**config.mk**
```make
export PLATFORM = sky130hd
export DESIGN_NAME = core_timer_watchdog
export DESIGN_NICKNAME = d
export VERILOG_FILES = /design/src/core_timer_pkg.sv /design/src/core_timer_watchdog.sv
export SDC_FILE = /design/constraint.sdc
export NUM_CORES = 1
export LEC_CHECK = 0
export CORE_MARGIN = 10
export CORE_UTILIZATION = 60
export DETAILED_ROUTE_END_ITERATION = 10
export DONT_BUFFER_PORTS = 1
export GPL_TIMING_DRIVEN = 0
export PLACE_DENSITY = 0.76
export SYNTH_ARGS = -nofsm -noshare
export SYNTH_HDL_FRONTEND = slang
export SYNTH_SLANG_ARGS = --single-unit
export TNS_END_PERCENT = 50
```
**constraint.sdc**
```tcl
create_clock -name pclk -period 2.9 [get_ports pclk]
set_input_delay 0.58 -clock pclk [delete_from_list [all_inputs] [get_ports pclk]]
set_output_delay 0.58 -clock pclk [all_outputs]
set_load 0.03 [all_outputs]
```
**src/core_timer_pkg.sv**
```systemverilog
// Package for the core timer and watchdog block: register map, field layout,
// reset values and timing counts.
// Assumes a 32-bit APB register bus and a single 125 MHz clock.
package core_timer_pkg;

  // ----------------------------------------------------------------------
  // Register byte addresses
  // ----------------------------------------------------------------------
  localparam logic [11:0] ADDR_STATUS_CONTROL = 12'h000;  // core_timer_status_control
  localparam logic [11:0] ADDR_COUNT          = 12'h004;  // core_timer_count
  localparam logic [11:0] ADDR_WATCHDOG_SEC   = 12'h008;  // watchdog_and_security

  // ----------------------------------------------------------------------
  // Status/control field positions
  // ----------------------------------------------------------------------
  localparam int BIT_OVERFLOW_FLAG       = 7;
  localparam int BIT_PERIODIC_FLAG       = 6;
  localparam int BIT_OVERFLOW_IRQ_ENABLE = 5;
  localparam int BIT_PERIODIC_IRQ_ENABLE = 4;
  localparam int BIT_OVERFLOW_FLAG_CLEAR = 3;
  localparam int BIT_PERIODIC_FLAG_CLEAR = 2;
  localparam int BIT_RATE_SELECT_HI      = 1;
  localparam int BIT_RATE_SELECT_LO      = 0;

  // ----------------------------------------------------------------------
  // Watchdog/security field positions
  // ----------------------------------------------------------------------
  localparam int BIT_PROGRAM_MEMORY_LOCK = 2;
  localparam int BIT_OPTIONAL_FEATURES   = 1;
  localparam int BIT_WATCHDOG_CLEAR      = 0;

  // ----------------------------------------------------------------------
  // Reset values and structure
  // ----------------------------------------------------------------------
  localparam logic [1:0] RATE_RESET      = 2'h3;  // Longest period
  localparam int         CHAIN_STAGES    = 15;    // Ripple counter stages
  localparam int         PRESCALE_DIV    = 8;     // Fixed oscillator prescaler
  localparam int         WATCHDOG_STAGES = 4;     // Stages after the chain
  localparam int         WD_TIMEOUT_TICKS = 8;    // Ticks from clear to expiry, partial first one counted
  localparam int         STARTUP_SHORT   = 16;    // Bus cycles
  localparam int         STARTUP_LONG    = 4064;  // Bus cycles
  localparam int         OSC_PER_BUS     = 2;     // Bus clock is oscillator / 2
  localparam int         RESET_PULSE_NS  = 64;    // Reset request length
  localparam int         CLK_PERIOD_NS   = 8;
  localparam int         RESET_PULSE_CYC = (RESET_PULSE_NS + CLK_PERIOD_NS - 1) / CLK_PERIOD_NS;

  // Interrupt request pair carried to the CPU core
  typedef struct packed {
    logic overflow;
    logic periodic;
  } irq_req_s;

endpackage

```
**src/core_timer_watchdog.sv**
```systemverilog
// Core timer with periodic tick and watchdog, APB slave.
// Assumes pclk acts as the oscillator, option bits are static straps and
// power-saving inputs come from logic on pclk; the high-voltage detect is a pin.
//
// What this block does
// - Periodic irq enable gates request, reset clears
// - Writing one clears overflow flag, reads zero
// - Writing one clears periodic flag, reads zero
// - Rate field picks osc/2^15..2^18
// - Selected tick also clocks the watchdog
// - Reset sets rate field to longest
// - Watchdog times out after 7-8 ticks
// - Fifteen stage chain after divide-by-eight prescaler
// - Low eight stages readable without disturbance
// - Chain clears at power-on and after startup
// - Count every eight cycles, overflow every 2048
// - Overflow flag set on wrap, gated, reset-cleared
// - Periodic flag set on tick, gated, reset-cleared
// - Four-stage watchdog, option enabled, resets chip
// - Writing zero to clear bit restarts watchdog
// - Runs in wait/halt; stop clears and halts it
// - Stop-to-halt option keeps watchdog running
// - High-voltage detect forces watchdog off
// - Write-only program memory lock bit
// - Optional features enable bit drives output
//
// Decided for this implementation: the APB register port and the address map.
`timescale 1ns/100ps

module core_timer_watchdog
  import core_timer_pkg::*;
#(
  parameter int STARTUP_LONG_CYC = STARTUP_LONG * OSC_PER_BUS  // Long startup in pclk cycles
) (
  input  wire logic        pclk,
  input  wire logic        presetn,
  input  wire logic        psel,
  input  wire logic        penable,
  input  wire logic        pwrite,
  input  wire logic [11:0] paddr,
  input  wire logic [31:0] pwdata,
  input  wire logic [3:0]  pstrb,
  output logic      [31:0] prdata,
  output logic             pready,
  output logic             pslverr,
  input  wire logic        watchdog_option_enable,  // Option: watchdog on
  input  wire logic        stop_to_halt_option,     // Option: stop acts as halt
  input  wire logic        startup_long_option,     // Option: long startup delay
  input  wire logic        stop_exec,               // Stop instruction pulse
  input  wire logic        wake_up,                 // Leaving stop mode
  input  wire logic        high_voltage_detect,     // Pin above 1.5 x supply
  output irq_req_s         irq_req,                 // Interrupt requests
  output logic             system_reset_req,        // Watchdog/startup reset
  output logic             program_memory_lock,     // Memory readout lock
  output logic             optional_features_enable // Optional features on
);

  // ----------------------------------------------------------------------
  // Local constants
  // ----------------------------------------------------------------------
  localparam int          PS_W      = $clog2(PRESCALE_DIV);
  localparam int          SU_W      = $clog2(STARTUP_LONG * OSC_PER_BUS + 1);
  localparam logic [SU_W-1:0] SU_SHORT = SU_W'(STARTUP_SHORT * OSC_PER_BUS);
  localparam logic [3:0]  RST_CYC   = 4'(RESET_PULSE_CYC);
  // Expiry on the tick that finds this count: the first tick after a clear
  // comes within one period, so expiry lands seven to eight periods later
  localparam logic [WATCHDOG_STAGES-1:0] WD_LAST = WATCHDOG_STAGES'(WD_TIMEOUT_TICKS - 1);

  typedef enum logic [1:0] {ST_POWER_UP, ST_RUN, ST_STOPPED, ST_RESETTING} mode_e;

  // ----------------------------------------------------------------------
  // Declarations
  // ----------------------------------------------------------------------
  mode_e                       mode_r;          // Chip power/reset mode
  logic [PS_W-1:0]             prescale_r;      // Divide-by-eight prescaler
  logic [CHAIN_STAGES-1:0]     chain_r;         // Ripple counter chain
  logic [WATCHDOG_STAGES-1:0]  wd_r;            // Watchdog stages
  logic [SU_W-1:0]             startup_r;       // Startup delay count
  logic [3:0]                  rst_cnt_r;       // Reset pulse length
  logic                        overflow_flag_r; // Counter wrap flag
  logic                        periodic_flag_r; // Tick flag
  logic                        ovf_en_r;        // Overflow irq enable
  logic                        per_en_r;        // Periodic irq enable
  logic [1:0]                  rate_r;          // Tick rate select
  logic                        hv_meta_r;       // Pin sync, first stage
  logic                        hv_sync_r;       // Pin sync, second stage
  logic                        running;         // Chain advances
  logic                        chain_step;      // Chain increments now
  logic [CHAIN_STAGES:0]       chain_nxt;       // Chain with carry out
  logic                        wrap_evt;        // Low eight stages wrap
  logic                        tick_evt;        // Selected tick edge
  logic                        wd_active;       // Watchdog may count
  logic                        wd_timeout;      // Watchdog expiry
  logic                        wr_acc;          // APB write access
  logic                        rd_acc;          // APB read access
  logic                        wr_ctl;          // Write to status/control
  logic                        wr_wd;           // Write to watchdog/security
  logic                        watchdog_clear;  // Clear strobe
  logic                        stop_now;        // Stop instruction taken

  // Carry out of chain bit n: bit n and all lower bits ones
  function automatic logic carry_at(input logic [CHAIN_STAGES-1:0] c, input int n);
    logic r;
    r = 1'b1;
    for (int i = 0; i < CHAIN_STAGES; i++) begin
      if (i <= n) begin
        r = r & c[i];
      end
    end
    return r;
  endfunction

  // ----------------------------------------------------------------------
  // Bus decode
  // ----------------------------------------------------------------------
  assign wr_acc         = psel & penable & pwrite;
  assign rd_acc         = psel & penable & ~pwrite;
  assign wr_ctl         = wr_acc & (paddr == ADDR_STATUS_CONTROL) & pstrb[0];
  assign wr_wd          = wr_acc & (paddr == ADDR_WATCHDOG_SEC) & pstrb[0];
  assign watchdog_clear = wr_wd & ~pwdata[BIT_WATCHDOG_CLEAR];

  // ----------------------------------------------------------------------
  // Counter chain events
  // ----------------------------------------------------------------------
  assign running    = (mode_r == ST_RUN) || (mode_r == ST_POWER_UP);
  assign chain_step = running && (prescale_r == PS_W'(PRESCALE_DIV - 1));
  assign chain_nxt  = {1'b0, chain_r} + {{CHAIN_STAGES{1'b0}}, 1'b1};
  assign wrap_evt   = chain_step && carry_at(chain_r, 7);
  // Tick from stage 15..18 of the oscillator: 3 prescale + 12..15 chain bits
  assign tick_evt   = chain_step && carry_at(chain_r, 11 + int'(rate_r));
  assign wd_active  = watchdog_option_enable && !hv_sync_r && (mode_r == ST_RUN);
  assign wd_timeout = wd_active && tick_evt && (wd_r == WD_LAST) && !watchdog_clear;
  assign stop_now   = (mode_r == ST_RUN) && stop_exec && !stop_to_halt_option;

  // ----------------------------------------------------------------------
  // High-voltage detect synchroniser
  // ----------------------------------------------------------------------
  always_ff @(posedge pclk or negedge presetn) begin
    if (!presetn) begin
      hv_meta_r <= 1'b0;
      hv_sync_r <= 1'b0;
    end else begin
      hv_meta_r <= high_voltage_detect;
      hv_sync_r <= hv_meta_r;
    end
  end

  // ----------------------------------------------------------------------
  // Mode machine: power-up delay, run, stop, watchdog reset
  // ----------------------------------------------------------------------
  always_ff @(posedge pclk or negedge presetn) begin
    if (!presetn) begin
      mode_r    <= ST_POWER_UP;
      startup_r <= '0;
      rst_cnt_r <= '0;
    end else begin
      case (mode_r)
        ST_POWER_UP: begin
          startup_r <= startup_r + 1'b1;
          if (startup_r == (startup_long_option ? SU_W'(STARTUP_LONG_CYC) : SU_SHORT) - 1'b1) begin
            mode_r <= ST_RUN;
          end
        end
        ST_RUN: begin
          if (wd_timeout) begin
            mode_r    <= ST_RESETTING;
            rst_cnt_r <= '0;
          end else if (stop_now) begin
            mode_r <= ST_STOPPED;
          end
        end
        ST_STOPPED: begin
          if (wake_up) begin
            mode_r <= ST_RUN;
          end
        end
        ST_RESETTING: begin
          rst_cnt_r <= rst_cnt_r + 1'b1;
          if (rst_cnt_r == RST_CYC - 1'b1) begin
            mode_r    <= ST_POWER_UP;
            startup_r <= '0;
          end
        end
        default: mode_r <= ST_POWER_UP;
      endcase
    end
  end

  // ----------------------------------------------------------------------
  // Prescaler and counter chain
  // ----------------------------------------------------------------------
  always_ff @(posedge pclk or negedge presetn) begin
    if (!presetn) begin
      prescale_r <= '0;
      chain_r    <= '0;
    end else if ((mode_r == ST_POWER_UP) && (startup_r == (startup_long_option ?
                 SU_W'(STARTUP_LONG_CYC) : SU_SHORT) - 1'b1)) begin
      prescale_r <= '0;
      chain_r    <= '0;
    end else if (mode_r == ST_RESETTING) begin
      prescale_r <= '0;
      chain_r    <= '0;
    end else if (running) begin
      prescale_r <= prescale_r + 1'b1;
      if (chain_step) begin
        chain_r <= chain_nxt[CHAIN_STAGES-1:0];
      end
    end
  end

  // ----------------------------------------------------------------------
  // Watchdog stages, clocked by the selected tick
  // ----------------------------------------------------------------------
  always_ff @(posedge pclk or negedge presetn) begin
    if (!presetn) begin
      wd_r <= '0;
    end else if (watchdog_clear || !wd_active || stop_now) begin
      wd_r <= '0;
    end else if (tick_evt) begin
      wd_r <= wd_r + 1'b1;
    end
  end

  // ----------------------------------------------------------------------
  // Flags: set wins over a clear in the same cycle
  // ----------------------------------------------------------------------
  always_ff @(posedge pclk or negedge presetn) begin
    if (!presetn) begin
      overflow_flag_r <= 1'b0;
      periodic_flag_r <= 1'b0;
    end else if ((mode_r == ST_RESETTING) || (mode_r == ST_POWER_UP)) begin
      // Chip is held in reset during startup, so wraps there leave no flag
      overflow_flag_r <= 1'b0;
      periodic_flag_r <= 1'b0;
    end else begin
      if (wrap_evt) begin
        overflow_flag_r <= 1'b1;
      end else if (wr_ctl && pwdata[BIT_OVERFLOW_FLAG_CLEAR]) begin
        overflow_flag_r <= 1'b0;
      end
      if (tick_evt) begin
        periodic_flag_r <= 1'b1;
      end else if (wr_ctl && pwdata[BIT_PERIODIC_FLAG_CLEAR]) begin
        periodic_flag_r <= 1'b0;
      end
    end
  end

  // ----------------------------------------------------------------------
  // Control bits and watchdog/security register
  // ----------------------------------------------------------------------
  always_ff @(posedge pclk or negedge presetn) begin
    if (!presetn) begin
      ovf_en_r                 <= 1'b0;
      per_en_r                 <= 1'b0;
      rate_r                   <= RATE_RESET;
      program_memory_lock      <= 1'b0;
      optional_features_enable <= 1'b0;
    end else if (mode_r == ST_RESETTING) begin
      ovf_en_r <= 1'b0;
      per_en_r <= 1'b0;
      rate_r   <= RATE_RESET;
    end else begin
      if (wr_ctl) begin
        ovf_en_r <= pwdata[BIT_OVERFLOW_IRQ_ENABLE];
        per_en_r <= pwdata[BIT_PERIODIC_IRQ_ENABLE];
        rate_r   <= pwdata[BIT_RATE_SELECT_HI:BIT_RATE_SELECT_LO];
      end
      if (wr_wd) begin
        program_memory_lock      <= pwdata[BIT_PROGRAM_MEMORY_LOCK];
        optional_features_enable <= pwdata[BIT_OPTIONAL_FEATURES];
      end
    end
  end

  // ----------------------------------------------------------------------
  // Registered outputs: interrupts, reset request, APB answer
  // ----------------------------------------------------------------------
  always_ff @(posedge pclk or negedge presetn) begin
    if (!presetn) begin
      irq_req          <= '0;
      system_reset_req <= 1'b1;
      prdata           <= '0;
      pready           <= 1'b0;
      pslverr          <= 1'b0;
    end else begin
      irq_req.overflow <= overflow_flag_r & ovf_en_r;
      irq_req.periodic <= periodic_flag_r & per_en_r;
      system_reset_req <= (mode_r == ST_RESETTING) || (mode_r == ST_POWER_UP);
      pready           <= psel & ~penable;
      pslverr          <= 1'b0;
      prdata           <= '0;
      if (psel && !penable && !pwrite) begin
        case (paddr)
          ADDR_STATUS_CONTROL: prdata[7:0] <= {overflow_flag_r, periodic_flag_r, ovf_en_r,
                                               per_en_r, 2'b00, rate_r};
          ADDR_COUNT:          prdata[7:0] <= chain_r[7:0];
          default:             prdata      <= '0;
        endcase
      end else if (psel && !penable) begin
        pslverr <= 1'b0;
      end
      if (psel && !penable && (paddr != ADDR_STATUS_CONTROL) && (paddr != ADDR_COUNT) &&
          (paddr != ADDR_WATCHDOG_SEC)) begin
        pslverr <= 1'b1;
      end
    end
  end
endmodule

```
# Yosys cells after proc, flatten, opt, wreduce, memory -nomap -nowiden
# Index checks and enable logic that the tools add are counted.
[classes]
reduce_logical = 44
bitwise_logic = 34
div_mod_pow = 0
magnitude_cmp = 15
multipliers = 0
n_mux = 50
addsub = 7
n_eq_ne = 16
shifts = 0
[ops]
columns = ["cell", "count"]
rows = [
  ["$mux 15", 4],
  ["$le 4x5->1 const A", 7],
  ["$and 1x1->1", 31],
  ["$mux 1", 26],
  ["$mux 13", 2],
  ["$pmux 13 s2", 1],
  ["$le 3x5->1 const A", 4],
  ["$logic_and 1x1->1", 18],
  ["$pmux 8 s2", 1],
  ["$add 15x1->15 const B", 1],
  ["$mux 2", 7],
  ["$add 13x1->13 const B", 1],
  ["$eq 13x13->1", 1],
  ["$sub 13x1->13 const B", 1],
  ["$eq 12x3->1 const B", 1],
  ["$eq 12x4->1 const B", 1],
  ["$logic_not 12->1", 1],
  ["$mux 4", 3],
  ["$ne 12x3->1 const B", 1],
  ["$ne 12x4->1 const B", 1],
  ["$reduce_bool 12->1", 1],
  ["$reduce_bool 3->1", 4],
  ["$le 1x5->1 const A", 2],
  ["$le 2x5->1 const A", 2],
  ["other kinds (20)", 44],
]
[totals]
ram_bits = 0
mem_count = 0
output_inout_bits = 39
word_cells = 187
ff_bits = 88
inputBits = 59
latchBits = 0
romBits = 0

# Logic depth before layout (Yosys ltp)
# Gate-level depths: netlist of the first run.
[logic_depth]
depth_word = 37
depth_mapped = 9
mapped_depth_nobuf = 8

# Worst setup path after synthesis of the first run
# Ideal clock, no wire load.
[synth_timing]
path_type = "reg-to-reg"
startpoint = "register rate_r[0]"
endpoint = "register mode_r[1]"
path_slack_ns = 0.468
required_time_ns = 2.775
stages_incl_launch_ff = 9
n_path_buf = 0
arrival_time_ns = 2.307
path_cell_list = "dfstp_2 inv_1 ha_1 o21a_1 nor2_1 a2111oi_2 nand4_4 a21boi_2 mux2_4"
[synth_between]
elab_chain_len = 37
word_cells_on_any_way = 53
cone_classes = "add/sub: 1; order compare: 15; eq/ne: 1; mux: 17; bitwise: 14; reduce/logical: 5"
[synth_rtl]
columns = ["element", "line_no", "text"]
rows = [
  ["start, declared", "core_timer_watchdog.sv:84", "logic [1:0] rate_r;"],
  ["start signal, assigned", "core_timer_watchdog.sv:267", "rate_r <= pwdata[BIT_RATE_SELECT_HI:BIT_RATE_SELECT_LO];"],
  ["$add 4x2->5 *", "core_timer_watchdog.sv:130", "assign tick_evt = chain_step && carry_at(chain_r, 11 + int'(rate_r));"],
  ["$le 1x5->1", "core_timer_watchdog.sv:106", "if (i <= n) begin"],
  ["$mux 1", "core_timer_watchdog.sv:106", ""],
  ["$and 1x1->1", "core_timer_watchdog.sv:107", "r = r & c[i];"],
  ["$mux 1", "core_timer_watchdog.sv:106", ""],
  ["$and 1x1->1", "core_timer_watchdog.sv:107", ""],
  ["$mux 1", "core_timer_watchdog.sv:106", ""],
  ["$and 1x1->1", "core_timer_watchdog.sv:107", ""],
  ["[... 19 more ...]", "-", ""],
  ["$and 1x1->1", "core_timer_watchdog.sv:107", ""],
  ["$mux 1", "core_timer_watchdog.sv:106", ""],
  ["$and 1x1->1", "core_timer_watchdog.sv:107", ""],
  ["$mux 1 *", "core_timer_watchdog.sv:106", ""],
  ["$logic_and 1x1->1 *", "core_timer_watchdog.sv:130", ""],
  ["$logic_and 1x1->1 * (3 in a row)", "core_timer_watchdog.sv:132", "assign wd_timeout = wd_active && tick_evt && (wd_r == WD_LAST) && !watchdog_clear;"],
  ["$ne 3x3->1 (no source line) or $mux 2 (tied branches)", "-", ""],
  ["$reduce_and 4->1 (no source line) or $pmux 2 s4 (tied branches)", "-", ""],
  ["end signal, assigned", "core_timer_watchdog.sv:153", "mode_r <= ST_POWER_UP;"],
  ["end signal, assigned", "core_timer_watchdog.sv:161", "mode_r <= ST_RUN;"],
  ["end signal, assigned", "core_timer_watchdog.sv:166", "mode_r <= ST_RESETTING;"],
  ["end, declared", "core_timer_watchdog.sv:74", "mode_e mode_r;"],
]
# Mark *: on every way between the ends. The rest lies on a longest branch, timed or not.
# A chain may end at the register's enable or synchronous reset.

# Final worst setup path of the first run
# Ends and elaborated chain as after synthesis.

==> impl_metrics.yaml, run 1 <==
power:
  power_mw: 2.715
  p_leak_nw: 1.904
  powerDensity_nw_per_um2: 675.3
  irDropWorstVdd_uv: 384.1
setup_path:
  r2r_cells: 7
  endpoint_kind: "flop"
  worstPathArrival_ns: 2.95
  r2r_end: "mode_r[1]$_DFFE_PN0P_"
  r2r_start: "rate_r[0]$_DFFE_PN1P_"
  crit_required_ns: 3.14
  crit_fanout: 7
  cp-startpoint: "rate_r[0]$_DFFE_PN1P_"
  worstSetupPathType: "reg2reg"
  worst_setup_path_start_kind: "flop"
  r2r_slack_ns: 0.19
clock_tree:
  cts_resized: 0
  cts_tree: "done"
  cts_sinks: 64
  clk-insertion-delay-late_ns: 0.35
  clk_path_buf_depth: 2
  numCtsBuffers: 9
  root_buffer: "clkbuf_8"
  cts.clk_slew.worst_paths_ns: 0.08
  htreeDepth: 3
global_routing:
  gr-total-overflow: 0
  grt_pass1_wl_mm: 13.24
  grt_pass1_vias: 2710
  grt.total_usage: 0.1676
  grt_max_degree: 62
  antenna_found_initial: 0
cells_and_area:
  layout_commonest_cell: "dfrtp_1"
  fin_nets: 483
  drive_above_1_share: 0.1553
  n_antenna_cell: 0
  final_core_util: 0.6830
  syn_to_final_growth_pct: 11.18
  final_cell_mix: "dfrtp_1, nor2_1, nand2_1"
sta:
  final-hold-violation-count: 0
  fmax_ghz: 0.3695
  slew_headroom: 0.5737
  fin_crit_sh: 0.9333
  post-route-min-period_ns: 2.707
  report.final.slew_viol_count: 0
  setup_tns_ns: 0
  setup_viol: 0
  hold_slack_ns: 0.06779
  skew_ns: 0.01035
  grt_setup_unrepaired: "false"
  tightest_slew_ns: 0.6389
  fin_ws_ns: 0.1933
min_path:
  hp-class: "in2async"
detailed_routing:
  via_per_inst: 5.653
  first_pass_iters: 5
  drt-total-wl_mm: 7.795
  via_count: 2753
  dr.first_iter.drc_count: 138
  antenna_left: 0
  route.detailed.drc: 0
  wire_per_inst_um: 16.01
synthesis:
  synth-adder-area-share: 0.05882
  synth_async_sr_flop_share: 1.000
  yosys_warnings: 0
  seq_area_frac_synth: 0.4439
  synth.mux.area_fraction: 0.03529
  synth_edf_count: 0
  synth_compound_area_frac: 0.1062
  synth_seq_cells: 64
  syn_area_per_cell_um2: 9.720
  synth_ff_type: "dfrtp_1"
  synth_cells: 372
  synth_xor_area_frac: 0.04844
  synth_simple_gate_area_frac: 0.2301
  synth_top_family_by_area: "simple AND/OR/NAND/NOR gates"
  ys_types: 62
  syn_area_um2: 3616
run_status:
  status: "completed"
floorplanning:
  die_area_um2: 9532
  start_util: 0.6144
  die_h_um: 97.63
  coreArea_um2: 5886
  rows: 28
  die_w_um: 97.63
  boundaryPins: 98
placed_design:
  post-place-ws_ns: 0.1925
  dp_hpwl_mm: 5.801
  io_buffers: 0
  globalplace.congestion: 0.8729
flow_run:
  maxCapViolations: 0
==> registers in the layout (all words and copies together), names as in the netlist <==
signal and count:
rst_cnt_r 4, startup_r 13, irq_req 2, ovf_en_r 1
optional_features_enable 1, per_en_r 1, hv_meta_r 1, wd_r 4
periodic_flag_r 1, program_memory_lock 1, rate_r 2, pslverr 1
chain_r 15, prescale_r 3, system_reset_req 1, overflow_flag_r 1
prdata 8, pready 1, mode_r 2, hv_sync_r 1
==> through the flow <==
| step | std cells | area, um2 |
|---|---|---|
| 6_report | 487 | 4020 |
| 5_1_grt | 487 | 4020 |
| 4_1_cts | 487 | 4020 |
| 3_5_place_dp | 470 | 3796 |
| 3_3_place_gp | 470 | 3796 |
| 2_1_floorplan | 395 | 3702 |
==> Yosys cell counts (3+ instances only) <==
cell      instances  area (um2)
nand3_1          17       85.08
xor2_1           11       96.34
nor2b_1           5       31.28
nor2_1           44       165.2
nand4_1           9       56.30
ha_1             17       212.7
dfrtp_1          61        1526
dfstp_2           3       78.83
xnor2_1           9       78.83
or4_1             3       22.52
a21oi_1          15       75.07
clkbuf_1          4       15.01
and2_1            7       43.79
mux2i_1           9       90.09
o211ai_1          4       30.03
inv_1            15       56.30
nand2_1          34       127.6
o21ai_0          12       60.06
a31oi_1           4       25.02
nand2b_1          4       25.02
or3_1             5       31.28
buf_4            24       180.2
nor3_1            3       15.01
and3_1            6       37.54
==> report_power, final <==
part | internal, mW | switching, mW | leakage (nW)
clock network | 0.396 | 0.368 | 0.0952
registers | 1.02 | 0.149 | 0.852
logic | 0.301 | 0.480 | 0.957
total | 1.72 | 0.998 | 1.90
==> worst max-delay path, stage by stage (launching register included) <==
cell and delay (ns):
dfstp_2 0.60, inv_1 0.09, ha_1 0.35, nand4b_1 0.16
a2111oi_2 0.67, nand4_4 0.22, a21boi_2 0.20, mux2_4 0.31
==> cell type report <==
cell class / instances / area, um2
multi-input cells: 284 / 1822
inverters: 16 / 60.06
plain buffers: 31 / 215.2
flip-flops and latches: 64 / 1605
repair buffers: 1 / 27.53
clock inverters: 7 / 72.57
clock buffers: 9 / 123.9
well taps: 75 / 93.84
fillers: 484 / 1866
==> layer usage <==
metal	up-vias	routed length (um)	track usage
li1	1319	-	-
met1	1324	3403	0.2118
met2	99	3537	0.2494
met3	11	726	0.06828
met4	0	127	0.06376
met5	-	0	0
==> cells by family after synthesis <==
logic type                 count (synthesis)
and+or+nand+nor                          154
DFF                                       64
AOI/OAI and AO/OA                         57
buffers and inverters                     47
xor gates and xnor gates                  20
adders and majority gates                 17
muxes                                     12
other                                      1
==> repair_timing <==
action	4_1_cts	5_1_grt
hold endpoints to repair	61	0
setup buffers	0	0
hold buffers	1	0
endpoints found under the setup margin	0	0
==> worst max path at each step <==
stage / end / slack, ns
after floorplan: mode_r[1]$_DFFE_PN0P_ / 0.47
after global placement: mode_r[1]$_DFFE_PN0P_ / 0.23
after CTS: mode_r[1]$_DFFE_PN0P_ / 0.18
final: mode_r[1]$_DFFE_PN0P_ / 0.19
after global routing: mode_r[1]$_DFFE_PN0P_ / 0.07
after detailed placement: mode_r[1]$_DFFE_PN0P_ / 0.19
Power figures use the tool's default switching activity.
==> run 2, diff against run 1 <==
--- a/config.mk
+++ b/config.mk
@@ -11,6 +11,7 @@
 export DONT_BUFFER_PORTS = 1
 export GPL_TIMING_DRIVEN = 0
 export PLACE_DENSITY = 0.76
+export SETUP_SLACK_MARGIN = 0.3
 export SYNTH_ARGS = -nofsm -noshare
 export SYNTH_HDL_FRONTEND = slang
 export SYNTH_SLANG_ARGS = --single-unit
==> constraint.sdc (replaced) <==
create_clock -name pclk -period 3.1 [get_ports pclk]
set_input_delay 0.62 -clock pclk [delete_from_list [all_inputs] [get_ports pclk]]
set_output_delay 0.62 -clock pclk [all_outputs]
set_load 0.03 [all_outputs]
==> run 2 against run 1 <==
Against the previous run: non-clock buffer count is the same; sequential cell count is the same; critical path depth is the same; cell area is 0.31% higher; core utilization is 0.21 points higher; clock skew about the same; worst setup slack better by 0.34 ns; critical endpoint unchanged; largest power group unchanged; highest routed layer unchanged.
==> impl_metrics.yaml, run 2 (same netlist as run 1, synthesis figures left out) <==
setup_path:
  crit_fanout: 7
  endpoint_kind: "flop"
  slowest_stage: "dfstp_2"
  worstSetupPathType: "reg2reg"
  slowest_delay_ns: 0.60
  cp_cell_sequence: "inv_1, ha_1, nand4b_1, a2111oi_4, nand4_4, a21boi_2, mux2_4"
  crit_required_ns: 3.34
  worstPathArrival_ns: 2.81
  worst_setup_path_start_kind: "flop"
clock_tree:
  clk_path_buf_depth: 2
  cts.clk_slew.worst_paths_ns: 0.08
  htreeDepth: 3
  root_buffer: "clkbuf_8"
  cts_tree: "done"
  cts_sinks: 64
  post_cts_buffers: 0
  numCtsBuffers: 9
  clk-insertion-delay-late_ns: 0.35
global_routing:
  gr-total-overflow: 0
  grt.total_usage: 0.1676
  grt_pass1_wl_mm: 13.24
  antenna_found_initial: 0
  grt_max_degree: 62
  grt_pass1_vias: 2710
cells_and_area:
  syn_to_final_growth_pct: 11.52
  seqCellArea_um2: 1605
  n_fill_cell: 482
  drive_above_1_share: 0.1553
  layout_commonest_cell: "dfrtp_1"
  final_core_util: 0.6852
  largest_reg_flops: 15
  regMostFlops: "chain_r"
  fin_nets: 483
  reg_top3: "chain_r: 15 flops, startup_r: 13 flops, prdata: 8 flops"
  final_cell_mix: "dfrtp_1, nor2_1, nand2_1"
  n_antenna_cell: 0
  multi_input_area_um2: 1834
placed_design:
  post-place-ws_ns: 0.3925
  io_buffers: 0
  dp_hpwl_mm: 5.801
  globalplace.congestion: 0.8729
floorplanning:
  die_h_um: 97.63
  rows: 28
  die_area_um2: 9532
  die_w_um: 97.63
  boundaryPins: 98
  coreArea_um2: 5886
  start_util: 0.6144
sta:
  tightest_slew_ns: 0.6316
  fin_ws_ns: 0.5342
  fin_crit_sh: 0.8277
  fmax_ghz: 0.3897
  report.final.slew_viol_count: 0
  setup_viol: 0
  post-route-min-period_ns: 2.566
  skew_ns: 0.01059
  final-hold-violation-count: 0
  grt_setup_unrepaired: "false"
  setup_tns_ns: 0
  slew_headroom: 0.5785
detailed_routing:
  via_count: 2736
  first_pass_iters: 4
  route.detailed.drc: 0
  wire_per_inst_um: 16.00
  via_per_inst: 5.618
  drt-total-wl_mm: 7.794
  antenna_left: 0
  dr.first_iter.drc_count: 140
flow_run:
  maxCapViolations: 0
power:
  irDropWorstVdd_uv: 364.4
  power_mw: 2.546
  powerDensity_nw_per_um2: 631.2
  p_leak_nw: 1.904
min_path:
  hp-class: "in2async"
run_status:
  status: "completed"
run 2: cell types whose count changed in the layout (fill, tap and decap cells not counted):
cell	before	now
a2111oi_2	1	0
a2111oi_4	0	1
run 2: final cells by class:
type / count / area share
Buffer: 31 / 0.05337
Clock buffer: 9 / 0.03072
Clock inverter: 7 / 0.01800
Inverter: 16 / 0.01489
Multi-Input combinational cell: 284 / 0.4549
Sequential cell: 64 / 0.3981
Tap cell: 75 / 0.02327
Timing Repair Buffer: 1 / 0.006826
run 2: final timing paths:
| path | start | endpoint | slack (ns) | cells past startpoint |
|---|---|---|---|---|
| setup reg to reg | rate_r[0]$_DFFE_PN1P_ | mode_r[1]$_DFFE_PN0P_ | 0.53 | 7 |
| max in group asynchronous | presetn | wd_r[3]$_DFFE_PN0P_ | 2.71 | 1 |
| setup / recovery | rate_r[0]$_DFFE_PN1P_ | mode_r[1]$_DFFE_PN0P_ | 0.53 | 7 |
| hold reg to reg | hv_meta_r$_DFF_PN0_ | hv_sync_r$_DFF_PN0_ | 0.35 | 0 |
| hold / removal | presetn | rate_r[1]$_DFFE_PN1P_ | 0.10 | 0 |
| min in group pclk | high_voltage_detect | hv_meta_r$_DFF_PN0_ | 0.29 | 0 |
run 2: per-stage QoR:
step | instance area, um2 | instances | hold WS (ns)
after floorplan | 3702 | 395 | 0.3244
after global placement | 3796 | 470 | 0.3264
after detailed placement | 3796 | 470 | 0.3267
after CTS | 4020 | 487 | 0.1025
after global routing | 4033 | 487 | 0.08844
final | 4033 | 487 | 0.1046
run 2: routing by layer:
metal,share of wire,track usage,up-vias
met2,0.46,0.2494,98
met1,0.43,0.2118,1305
met3,0.094,0.06828,13
li1,-,-,1320
met4,0.019,0.06376,0
met5,0,0,-
run 2: where the power goes:
part | leakage (nW) | switching [mW] | internal, mW | total (mW)
registers | 0.852 | 0.138 | 0.954 | 1.09
clock network | 0.0952 | 0.348 | 0.370 | 0.718
logic | 0.957 | 0.452 | 0.283 | 0.734
total | 1.90 | 0.938 | 1.61 | 2.55
run 2: timing repair:
action                                  4_1_cts  5_1_grt
hold endpoints to repair                     61        0
hold buffers                                  1        0
resized for setup                             0        1
endpoints found under the setup margin        0        1
run 2: worst max-delay path: cells and delay by family (launching register included):
family,cells,cell delay [ns]
buf+inv,1,0.09
flops,1,0.60
fa+ha+maj,1,0.35
simple gates,2,0.39
mux,1,0.31
compound gates,2,0.73
